<file path="config.mk">
export PLATFORM = sky130hd
export DESIGN_NAME = pll_control
export DESIGN_NICKNAME = d
export VERILOG_FILES = /design/src/common/pll_ctrl_pkg.sv /design/src/core/pll_control.sv /design/src/core/ref_divider.sv /design/src/core/swallow_divider.sv
export SDC_FILE = /design/constraint.sdc
export NUM_CORES = 1
export LEC_CHECK = 0
export BUFFER_PORTS_ARGS = -buffer_cell sky130_fd_sc_hd__buf_2
export CAP_MARGIN = 0
export CORE_ASPECT_RATIO = 0.6
export CORE_UTILIZATION = 50
export CTS_CLUSTER_SIZE = 30
export DETAILED_ROUTE_END_ITERATION = 10
export PLACE_DENSITY = 0.71
export SETUP_SLACK_MARGIN = 0.05
export SLEW_MARGIN = 10
export SYNTH_ARGS = -nofsm -noshare
export SYNTH_HDL_FRONTEND = slang
export SYNTH_HIERARCHICAL = 1
export SYNTH_SLANG_ARGS = --single-unit
</file>
<file path="constraint.sdc">
create_clock -name clk -period 2.5 [get_ports clk]
set_input_delay 0.25 -clock clk [delete_from_list [all_inputs] [get_ports clk]]
set_output_delay 0.25 -clock clk [all_outputs]
set_load 0.01 [all_outputs]
</file>
<file path="src/common/pll_ctrl_pkg.sv">
// Shared constants and types of the dual synthesizer control logic.
// Assumes one 40 MHz clock; every pin is sampled as a synchronous input.
package pll_ctrl_pkg;

  // ************************************************************
  // Clock, programming word and latch selection
  // ************************************************************
  localparam int CLK_PERIOD_NS = 25;
  localparam int SHIFT_W = 22;
  localparam logic [21:0] LATCH_RST = 22'h000000;
  localparam logic [1:0] SEL_IF_REF = 2'h0;
  localparam logic [1:0] SEL_IF_AB = 2'h1;
  localparam logic [1:0] SEL_RF_REF = 2'h2;
  localparam logic [1:0] SEL_RF_AB = 2'h3;
  localparam int SEL_KIND_BIT = 0;
  localparam int SEL_SIDE_BIT = 1;
  localparam int PD_BIT = 21;

  // ************************************************************
  // Counter widths and prescaler moduli (lower modulus P)
  // ************************************************************
  localparam int R_W = 14;
  localparam int A_W = 6;
  localparam int B_W = 11;
  localparam int PRE_W = 7;
  localparam logic [6:0] IF_P_SEL0 = 7'h08;
  localparam logic [6:0] IF_P_SEL1 = 7'h10;
  localparam logic [6:0] RF_P_SEL0 = 7'h40;
  localparam logic [6:0] RF_P_SEL1 = 7'h20;

  // ************************************************************
  // Lock detection timing
  // ************************************************************
  localparam int LOCK_WIDTH_NS = 50;
  localparam logic [3:0] LOCK_WIDTH_CYC = 4'(LOCK_WIDTH_NS / CLK_PERIOD_NS);
  localparam logic [1:0] LOCK_COUNT = 2'h3;

  // ************************************************************
  // Latch layouts, bit 21 down to bit 0
  // ************************************************************
  typedef struct packed {
    logic outSelHi;
    logic outSelLo;
    logic pumpTri;
    logic pumpGain;
    logic pfdPol;
    logic spare;
    logic [R_W-1:0] rCount;
    logic [1:0] ctrl;
  } ref_latch_t;

  typedef struct packed {
    logic powerDown;
    logic prescSel;
    logic [B_W-1:0] bCount;
    logic spare;
    logic [A_W-1:0] aCount;
    logic [1:0] ctrl;
  } ab_latch_t;

  typedef struct packed {
    logic en;
    logic up;
    logic dn;
  } pump_t;

  // ************************************************************
  // Modes and states
  // ************************************************************
  typedef enum logic [3:0] {
    MUX_LOW = 4'h0, MUX_IF_LOCK = 4'h1, MUX_RF_LOCK = 4'h2,
    MUX_BOTH_LOCK = 4'h3, MUX_IF_REF = 4'h4, MUX_IF_FB = 4'h5,
    MUX_RF_REF = 4'h6, MUX_RF_FB = 4'h7, MUX_IF_RST = 4'h8,
    MUX_RF_RST = 4'h9, MUX_ALL_RST = 4'ha, MUX_HIGH = 4'hf
  } mux_sel_t;

  typedef enum logic [2:0] {
    PD_RUN = 3'b001, PD_DRAIN = 3'b010, PD_DOWN = 3'b100
  } pd_state_t;

  typedef struct packed {
    logic [PRE_W-1:0] pre;
    logic [A_W-1:0] swal;
    logic [B_W-1:0] main;
    logic pulse;
  } sw_state_t;

  typedef struct packed {
    logic [R_W-1:0] cnt;
    logic pulse;
  } rd_state_t;

endpackage : pll_ctrl_pkg

</file>
<file path="src/core/pll_control.sv">
// Digital control of a dual synthesizer: serial loading, latches,
// dividers, phase detectors, lock detect, output select, power-down.
// Assumes serial pins, reference and oscillator inputs are synchronous
// to clk and change far slower than it.
`timescale 1ns/1ps
module pll_control import pll_ctrl_pkg::*; (
  // Clock and reset
  input wire logic clk,
  input wire logic nrst,
  // Three-wire programming port
  input wire logic serialClk,
  input wire logic serialData,
  input wire logic loadStrobe,
  // Reference and oscillator inputs, index 0 is IF, 1 is RF
  input wire logic refClkIn,
  input wire logic [1:0] vcoIn,
  // Status output and reference buffer control
  output logic mux_status_output,
  output logic refBufEn,
  // Charge pump controls
  output pump_t ifPump,
  output pump_t rfPump
);

  // ************************************************************
  // State and working signals
  // ************************************************************
  typedef struct packed {
    logic [SHIFT_W-1:0] shiftReg;
    logic lastSclk;
    logic lastLoad;
    logic lastRef;
    logic [1:0] lastVco;
    ref_latch_t [1:0] refL;
    ab_latch_t [1:0] abL;
    pd_state_t [1:0] pd;
    logic [1:0] up;
    logic [1:0] dn;
    logic [1:0][3:0] errCnt;
    logic [1:0][1:0] goodCnt;
    logic [1:0] locked;
    pump_t [1:0] pump;
    logic mux;
    logic refEn;
  } ctl_t;

  ctl_t s_reg, s_next;
  mux_sel_t sel;
  logic [1:0] ctrRst;
  logic [1:0] hold;
  logic [1:0] lockLvl;
  logic [1:0] pdReq;
  logic [1:0][PRE_W-1:0] presc;
  logic [1:0] rPulse;
  logic [1:0] nPulse;
  logic refStep;
  logic [1:0] vcoStep;
  logic loadEv;

  // Edges of the sampled pins; the reference path is cut while both
  // sides are down so the pin sees no switching load.
  assign loadEv = loadStrobe && !s_reg.lastLoad;
  assign refStep = refClkIn && !s_reg.lastRef && s_reg.refEn;
  assign vcoStep = vcoIn & ~s_reg.lastVco;

  // ************************************************************
  // Next-state logic
  // ************************************************************
  always_comb begin
    s_next = s_reg;
    s_next.lastSclk = serialClk;
    s_next.lastLoad = loadStrobe;
    s_next.lastRef = refClkIn;
    s_next.lastVco = vcoIn;
    // Output select is split over both reference latches.
    sel = mux_sel_t'({s_reg.refL[1].outSelHi, s_reg.refL[1].outSelLo,
                      s_reg.refL[0].outSelHi, s_reg.refL[0].outSelLo});
    ctrRst[0] = sel == MUX_IF_RST || sel == MUX_ALL_RST;
    ctrRst[1] = sel == MUX_RF_RST || sel == MUX_ALL_RST;
    presc[0] = s_reg.abL[0].prescSel ? IF_P_SEL1 : IF_P_SEL0;
    presc[1] = s_reg.abL[1].prescSel ? RF_P_SEL1 : RF_P_SEL0;

    // Serial word enters at bit 0, so the first bit ends up at the top.
    if (serialClk && !s_reg.lastSclk) begin
      s_next.shiftReg = {s_reg.shiftReg[SHIFT_W-2:0], serialData};
    end

    // Bit 1 picks the side, bit 0 picks reference or divider latch.
    // Loading is never blocked, whatever the power state.
    if (loadEv) begin
      if (!s_reg.shiftReg[SEL_KIND_BIT]) begin
        s_next.refL[s_reg.shiftReg[SEL_SIDE_BIT]] =
          ref_latch_t'(s_reg.shiftReg);
      end else begin
        s_next.abL[s_reg.shiftReg[SEL_SIDE_BIT]] =
          ab_latch_t'(s_reg.shiftReg);
      end
    end

    for (int i = 0; i < 2; i++) begin
      // Power state follows the freshly latched bit so an asynchronous
      // entry or a wake-up lands on the strobe edge itself.
      pdReq[i] = s_next.abL[i].powerDown;
      case (s_reg.pd[i])
        PD_RUN: begin
          if (pdReq[i]) begin
            s_next.pd[i] = s_reg.refL[i].pumpTri ? PD_DOWN
                                                 : PD_DRAIN;
          end
        end
        PD_DRAIN: begin
          s_next.pd[i] = pdReq[i] ? PD_DOWN : PD_RUN;
        end
        PD_DOWN: begin
          if (!pdReq[i]) begin
            s_next.pd[i] = PD_RUN;
          end
        end
        default: begin
          s_next.pd[i] = PD_RUN;
        end
      endcase

      // Both dividers of a side release together, so the feedback
      // count restarts in step with the reference count.
      hold[i] = ctrRst[i] || s_reg.pd[i] == PD_DOWN;

      // Phase detector: each divider pulse sets its flag, both set
      // clears both. A held side also loses its lock history.
      if (hold[i]) begin
        s_next.up[i] = 1'b0;
        s_next.dn[i] = 1'b0;
        s_next.errCnt[i] = '0;
        s_next.goodCnt[i] = '0;
        s_next.locked[i] = 1'b0;
      end else begin
        s_next.up[i] = s_reg.up[i] || rPulse[i];
        s_next.dn[i] = s_reg.dn[i] || nPulse[i];
        if (s_next.up[i] && s_next.dn[i]) begin
          s_next.up[i] = 1'b0;
          s_next.dn[i] = 1'b0;
        end
        if ((s_reg.up[i] || s_reg.dn[i]) && s_reg.errCnt[i] != 4'hf) begin
          s_next.errCnt[i] = s_reg.errCnt[i] + 4'h1;
        end
        // Lock needs several comparison periods of narrow error.
        if (rPulse[i]) begin
          s_next.errCnt[i] = '0;
          if (s_reg.errCnt[i] > LOCK_WIDTH_CYC) begin
            s_next.goodCnt[i] = '0;
          end else if (s_reg.goodCnt[i] != LOCK_COUNT) begin
            s_next.goodCnt[i] = s_reg.goodCnt[i] + 2'h1;
          end
        end
        s_next.locked[i] = s_next.goodCnt[i] == LOCK_COUNT;
      end

      // Pump idles for its own bit, counter reset or any power step.
      s_next.pump[i].en = !(s_reg.refL[i].pumpTri || ctrRst[i] ||
                            s_reg.pd[i] != PD_RUN);
      s_next.pump[i].up = s_next.pump[i].en &&
        (s_reg.refL[i].pfdPol ? s_reg.up[i] : s_reg.dn[i]);
      s_next.pump[i].dn = s_next.pump[i].en &&
        (s_reg.refL[i].pfdPol ? s_reg.dn[i] : s_reg.up[i]);

      // Locked level dips low for each live detector pulse.
      lockLvl[i] = s_reg.locked[i] && !s_reg.up[i] && !s_reg.dn[i];
    end

    // Fastlock takes the pin low to ground the extra damping resistor.
    if (s_reg.refL[1].pumpGain) begin
      s_next.mux = 1'b0;
    end else begin
      case (sel)
        MUX_IF_LOCK: s_next.mux = lockLvl[0];
        MUX_RF_LOCK: s_next.mux = lockLvl[1];
        MUX_BOTH_LOCK: s_next.mux = lockLvl[0] && lockLvl[1];
        MUX_IF_REF: s_next.mux = rPulse[0];
        MUX_IF_FB: s_next.mux = nPulse[0];
        MUX_RF_REF: s_next.mux = rPulse[1];
        MUX_RF_FB: s_next.mux = nPulse[1];
        MUX_HIGH: s_next.mux = 1'b1;
        default: s_next.mux = 1'b0;
      endcase
    end

    // The reference path is shared, so it is cut only when both are down.
    s_next.refEn = !(s_next.pd[0] == PD_DOWN &&
                     s_next.pd[1] == PD_DOWN);
  end

  // ************************************************************
  // State register
  // ************************************************************
  always_ff @(posedge clk) begin
    if (!nrst) begin
      s_reg <= '0;
      s_reg.refL <= {LATCH_RST, LATCH_RST};
      s_reg.abL <= {LATCH_RST, LATCH_RST};
      s_reg.pd <= {PD_RUN, PD_RUN};
      s_reg.refEn <= 1'b1;
    end else begin
      s_reg <= s_next;
    end
  end

  assign mux_status_output = s_reg.mux;
  assign refBufEn = s_reg.refEn;
  assign ifPump = s_reg.pump[0];
  assign rfPump = s_reg.pump[1];

  // ************************************************************
  // Dividers, one pair per side
  // ************************************************************
  for (genvar g = 0; g < 2; g++) begin : gSide
    ref_divider uRef (
      .clk(clk),
      .nrst(nrst),
      .hold(hold[g]),
      .step(refStep),
      .ratio(s_reg.refL[g].rCount),
      .pulse(rPulse[g])
    );
    swallow_divider uFb (
      .clk(clk),
      .nrst(nrst),
      .hold(hold[g]),
      .step(vcoStep[g]),
      .presc(presc[g]),
      .aLoad(s_reg.abL[g].aCount),
      .bLoad(s_reg.abL[g].bCount),
      .pulse(nPulse[g])
    );
  end
endmodule : pll_control

</file>
<file path="src/core/ref_divider.sv">
// Programmable reference divider producing one comparison pulse per ratio.
// Assumes step is a one-cycle pulse per reference input edge.
`timescale 1ns/1ps
module ref_divider import pll_ctrl_pkg::*; (
  // Clock and reset
  input wire logic clk,
  input wire logic nrst,
  // Control
  input wire logic hold,
  input wire logic step,
  input wire logic [R_W-1:0] ratio,
  // Result
  output logic pulse
);

  rd_state_t s_reg, s_next;
  logic [R_W-1:0] gap;
  logic seen;
  logic [R_W-1:0] ratioLast;

  // A ratio of zero behaves as divide by one.
  always_comb begin
    s_next = s_reg;
    s_next.pulse = 1'b0;
    if (hold) begin
      s_next.cnt = '0;
    end else if (step) begin
      if (s_reg.cnt + 14'h1 >= ratio) begin
        s_next.cnt = '0;
        s_next.pulse = 1'b1;
      end else begin
        s_next.cnt = s_reg.cnt + 14'h1;
      end
    end
  end

  // State register.
  always_ff @(posedge clk) begin
    if (!nrst) begin
      s_reg <= '0;
    end else begin
      s_reg <= s_next;
    end
  end

  assign pulse = s_reg.pulse;

  // Step counter between pulses, only for the check below.
  always_ff @(posedge clk) begin
    if (!nrst || hold || ratio != ratioLast) begin
      gap <= '0;
      seen <= 1'b0;
    end else if (step) begin
      gap <= s_next.pulse ? '0 : gap + 14'h1;
      if (s_next.pulse) begin
        seen <= 1'b1;
      end
    end
    ratioLast <= ratio;
  end
endmodule : ref_divider

</file>
<file path="src/core/swallow_divider.sv">
// Dual-modulus prescaler with swallow and main counters (feedback divider).
// Assumes step is a one-cycle pulse per oscillator input edge.
`timescale 1ns/1ps
module swallow_divider import pll_ctrl_pkg::*; (
  // Clock and reset
  input wire logic clk,
  input wire logic nrst,
  // Control
  input wire logic hold,
  input wire logic step,
  input wire logic [PRE_W-1:0] presc,
  input wire logic [A_W-1:0] aLoad,
  input wire logic [B_W-1:0] bLoad,
  // Result
  output logic pulse
);

  sw_state_t s_reg, s_next;
  logic [PRE_W-1:0] modulus;
  logic [17:0] gap;
  logic [17:0] expRatio;
  logic seen;
  logic [23:0] cfgLast;

  // Higher modulus while swallow count remains, then lower modulus.
  always_comb begin
    modulus = (s_reg.swal != '0) ? presc + 7'h1 : presc;
    s_next = s_reg;
    s_next.pulse = 1'b0;
    if (hold) begin
      s_next.pre = '0;
      s_next.swal = aLoad;
      s_next.main = bLoad;
    end else if (step) begin
      if (s_reg.pre + 7'h1 >= modulus) begin
        s_next.pre = '0;
        if (s_reg.swal != '0) begin
          s_next.swal = s_reg.swal - 6'h1;
        end
        if (s_reg.main <= 11'h1) begin
          s_next.main = bLoad;
          s_next.swal = aLoad;
          s_next.pulse = 1'b1;
        end else begin
          s_next.main = s_reg.main - 11'h1;
        end
      end else begin
        s_next.pre = s_reg.pre + 7'h1;
      end
    end
  end

  // State register.
  always_ff @(posedge clk) begin
    if (!nrst) begin
      s_reg <= '0;
    end else begin
      s_reg <= s_next;
    end
  end

  assign pulse = s_reg.pulse;

  // Input edges between output pulses, only for the check below.
  // Operands are widened first so that the product cannot wrap.
  assign expRatio = 18'(presc) * 18'(bLoad) + 18'(aLoad);
  always_ff @(posedge clk) begin
    if (!nrst || hold || {presc, aLoad, bLoad} != cfgLast) begin
      gap <= '0;
      seen <= 1'b0;
    end else if (step) begin
      gap <= s_next.pulse ? '0 : gap + 18'h1;
      if (s_next.pulse) begin
        seen <= 1'b1;
      end
    end
    cfgLast <= {presc, aLoad, bLoad};
  end
endmodule : swallow_divider

</file>
==> flow_metrics.env <==
export IMPL_avgViaCountPerCell=5.427
export IMPL_crit_path_start_kind="register"
export IMPL_postPlaceCellArea_um2=12840
export IMPL_htreeDepth=1
export IMPL_worstSkewPairLatency_ns=0.51
export IMPL_grt_pass1_wl_mm=47.45
export IMPL_nNetsFinal=1623
export IMPL_coreArea_um2=22440
export IMPL_relSlewSlack_pct=25.74
export IMPL_routabilityCongestion=0.8772
export IMPL_power_per_cell_area_nw_per_um2=507.3
export IMPL_synth_commonest_cells="nand2_1 (296), dfxtp_1 (214), nor2_1 (108), a21boi_0 (74), inv_1 (67)"
export IMPL_clkSlewWorstSetupHoldPaths_ns=0.06
export IMPL_grt_pass1_vias=9595
export IMPL_final_layout_size_suffix_gt1_share_pct=23.55
export IMPL_status="complete, but fails checks"
export IMPL_firstDrtPassIters=4
export IMPL_dpl_cell_count=1801
export IMPL_die_w_um=198.9
export IMPL_vdd_drop_max_uv=438.1
export IMPL_preCtsSetupSlack_ns=-0.2060
export IMPL_finClkSkew_ns=0.01642
export IMPL_violations="negative setup slack"
export IMPL_drc=0
export IMPL_crit_family="compound AO/OA/AOI/OAI gates"
export IMPL_min_period_over_period_pct=107.9
export IMPL_fin_util_pct=64.97
export IMPL_wire_per_inst_um=15.26
export IMPL_grt_overflow_total=0
export IMPL_num_rows=42
export IMPL_cp_cell_sequence="ha_4 > and3_4 > nand3_4 > xnor2_2 > ha_1 > buf_4 > a221o_1 > a31o_4 > and2_4 > and3_4 > o31a_1"
export IMPL_yosys_warnings=6
export IMPL_seq_power_share_pct=46.8
export IMPL_ys_seq_area_share_pct=36.84
export IMPL_avgSynthCellArea_um2=8.144
export IMPL_cts_sinks=214
export IMPL_cpPeakStageDelay_ns=0.37
export IMPL_grt_use_total_pct=24.40
export IMPL_syn_to_final_growth_pct=25.35
export IMPL_crit_fanout=7
export IMPL_async_flop_share_pct=0
export IMPL_worstSetupPathType="register to register"
export IMPL_syn_area_um2=11630
export IMPL_place_hpwl_mm=19.70
export IMPL_critPathCaptureType="register"
export IMPL_maxSlewViolCount=0
export IMPL_max_freq_mhz=370.7
export IMPL_netlist_instances=1428
export IMPL_ys_top_cells_by_area="dfxtp_1 (37%), nand2_1 (9.6%), ha_1 (6.5%), a21boi_0 (4.8%), nor2_1 (3.5%)"
export IMPL_ios=16
export IMPL_whs_ns=0.02303
export IMPL_synth_top_area_share_pct=36.84
export IMPL_initial_core_util_pct=51.83
export IMPL_crit_buf_inv=1
export IMPL_fin_cells=1879
export IMPL_swShare_pct=22.48
export IMPL_rsz0062_at_grt="yes"
export IMPL_drt_iter0_drc=631
export IMPL_die_h_um=120.1
export IMPL_grt_max_degree=43
export IMPL_finalWorstSetupSlack_ns=-0.1976
export IMPL_via_count=10200
export IMPL_hold_viol_final=0
export IMPL_required_ns=2.90
export IMPL_synth_cell_type_count=77
export IMPL_drt_total_wl_mm=28.68
export IMPL_largest_register_ff_count=126
export IMPL_cts_tree="yes"
export IMPL_ys_seq_elements=214
export IMPL_comb_power_share_pct=5.0
export IMPL_fillers=1850
export IMPL_synth_top_cell_by_area="dfxtp_1"
export IMPL_diodes=0
export IMPL_setup_viol=72
export IMPL_clock_path_buffers=3
export IMPL_critPathMostFrequentCell="and3_4"
export IMPL_fin_area_um2=14580
export IMPL_p_leak_uw=0.005699
export IMPL_ys_flop_type="dfxtp_1"
export IMPL_root_buffer="clkbuf_16"
export IMPL_hold_path_class="input port to register"
export IMPL_die_area_um2=23890
export IMPL_p_clk_share_pct=48.3
export IMPL_p_switching_uw=1663
export IMPL_antenna_found_initial=0
export IMPL_cpMaxStageDelayCell="dfxtp_4"
export IMPL_io_buffers=15
export IMPL_synth_edf_count=0
export IMPL_crit_arrival_ns=3.09
export IMPL_tightest_slew_ns=1.112
export IMPL_p_int_uw=5732
export IMPL_ant_nets=0
export IMPL_yosysMostFrequentCell="nand2_1"
export IMPL_finalCriticalPeriod_ns=2.698
export IMPL_cap_violations=0
export IMPL_cts_buffers=22
per-layer routing:
layer	wire length [um]	vias to the layer above	global-route usage, %
met5	0	-	0
met4	347	0	3.702
met3	1802	35	4.328
met2	12340	225	37.61
met1	14190	4812	35.89
li1	-	5126	-
worst reg2reg max path, cell delays in order, from the launching register on:
cell     delay (ns)
dfxtp_4        0.37
ha_4           0.14
and3_4         0.18
nand3_4        0.07
xnor2_2        0.13
ha_1           0.31
buf_4          0.14
a221o_1        0.36
a31o_4         0.26
and2_4         0.20
and3_4         0.16
o31a_1         0.27
cell usage in the layout, fill, tap and decap left out, types with 12 or more instances in the layout:
master,synthesis,layout
ha_1,60,56
a31oi_1,17,17
a21boi_0,74,74
nor2_4,0,15
nor3_1,23,15
nor2_1,108,88
nand3_1,48,33
a21oi_1,53,36
clkbuf_16,0,25
conb_1,1,27
buf_6,10,17
nor4_1,15,13
dfxtp_1,214,199
buf_4,16,115
inv_1,67,64
o21ai_1,1,14
buf_2,17,14
a21boi_1,21,21
o21ai_0,45,29
a21oi_2,0,16
nand4_1,16,16
nand3_2,1,12
mux2i_1,12,12
nand2_1,296,286
xor2_1,38,37
xnor2_1,43,40
power by group through the flow:
stage,combinational (uW),sequential [uW],clock (uW)
6_report,369,3460,3570
5_1_grt,409,3460,3790
4_1_cts,344,3460,3630
3_5_place_dp,329,3540,0
3_3_place_gp,323,3540,0
2_1_floorplan,249,3530,0
what timing repair did:
item	in CTS	in global routing
cloned	0	2
hold endpoints to repair	4	0
setup buffers	28	10
setup endpoints to repair	76	80
pin swaps	54	49
resized for setup	72	84
hold buffers	4	0
logic make-up after synthesis:
| family | synth area share, % |
|---|---|
| buffers and inverters | 6.175 |
| multiplexers | 1.151 |
| XOR/XNOR | 6.240 |
| other | 0.03224 |
| flip-flops | 36.84 |
| AND/OR/NAND/NOR | 25.96 |
| adder cells (fa/ha/maj) | 6.455 |
| AO/OA/AOI/OAI | 17.15 |
path summary, 6_finish.rpt:
kind / start / cells after the start / to / slack, ns
max reg2reg: gSide[1].uFb/s_reg[19]$_SDFFE_PP0P_ / 11 / gSide[1].uFb/s_reg[1]$_SDFFE_PN0P_ / -0.20
min: serialData / 3 / s_reg[125]$_SDFFE_PN0P_ / 0.02
min reg2reg: s_reg[105]$_SDFFE_PN0P_ / 2 / s_reg[105]$_SDFFE_PN0P_ / 0.46
max: gSide[1].uFb/s_reg[19]$_SDFFE_PP0P_ / 11 / gSide[1].uFb/s_reg[1]$_SDFFE_PN0P_ / -0.20
through the flow:
| stage | setup TNS [ns] | power [uW] |
|---|---|---|
| 2_1_floorplan | -0.2404 | 3777 |
| 3_3_place_gp | -3.752 | 3860 |
| 3_5_place_dp | -6.946 | 3867 |
| 4_1_cts | -4.383 | 7435 |
| 5_1_grt | -15.23 | 7656 |
| 6_report | -8.036 | 7395 |
layout make-up:
cell class / instances / area [um2] / share of cell area (%)
multi-input combinational: 1091 / 7473 / 51.27
clock buffer: 31 / 655.6 / 4.497
tap: 308 / 385.4 / 2.644
sequential: 214 / 4323 / 29.65
clock inverter: 9 / 138.9 / 0.9527
inverter: 67 / 251.5 / 1.725
timing repair buffer: 159 / 1350 / 9.261
Note: power is estimated with default switching activity, not from simulation.
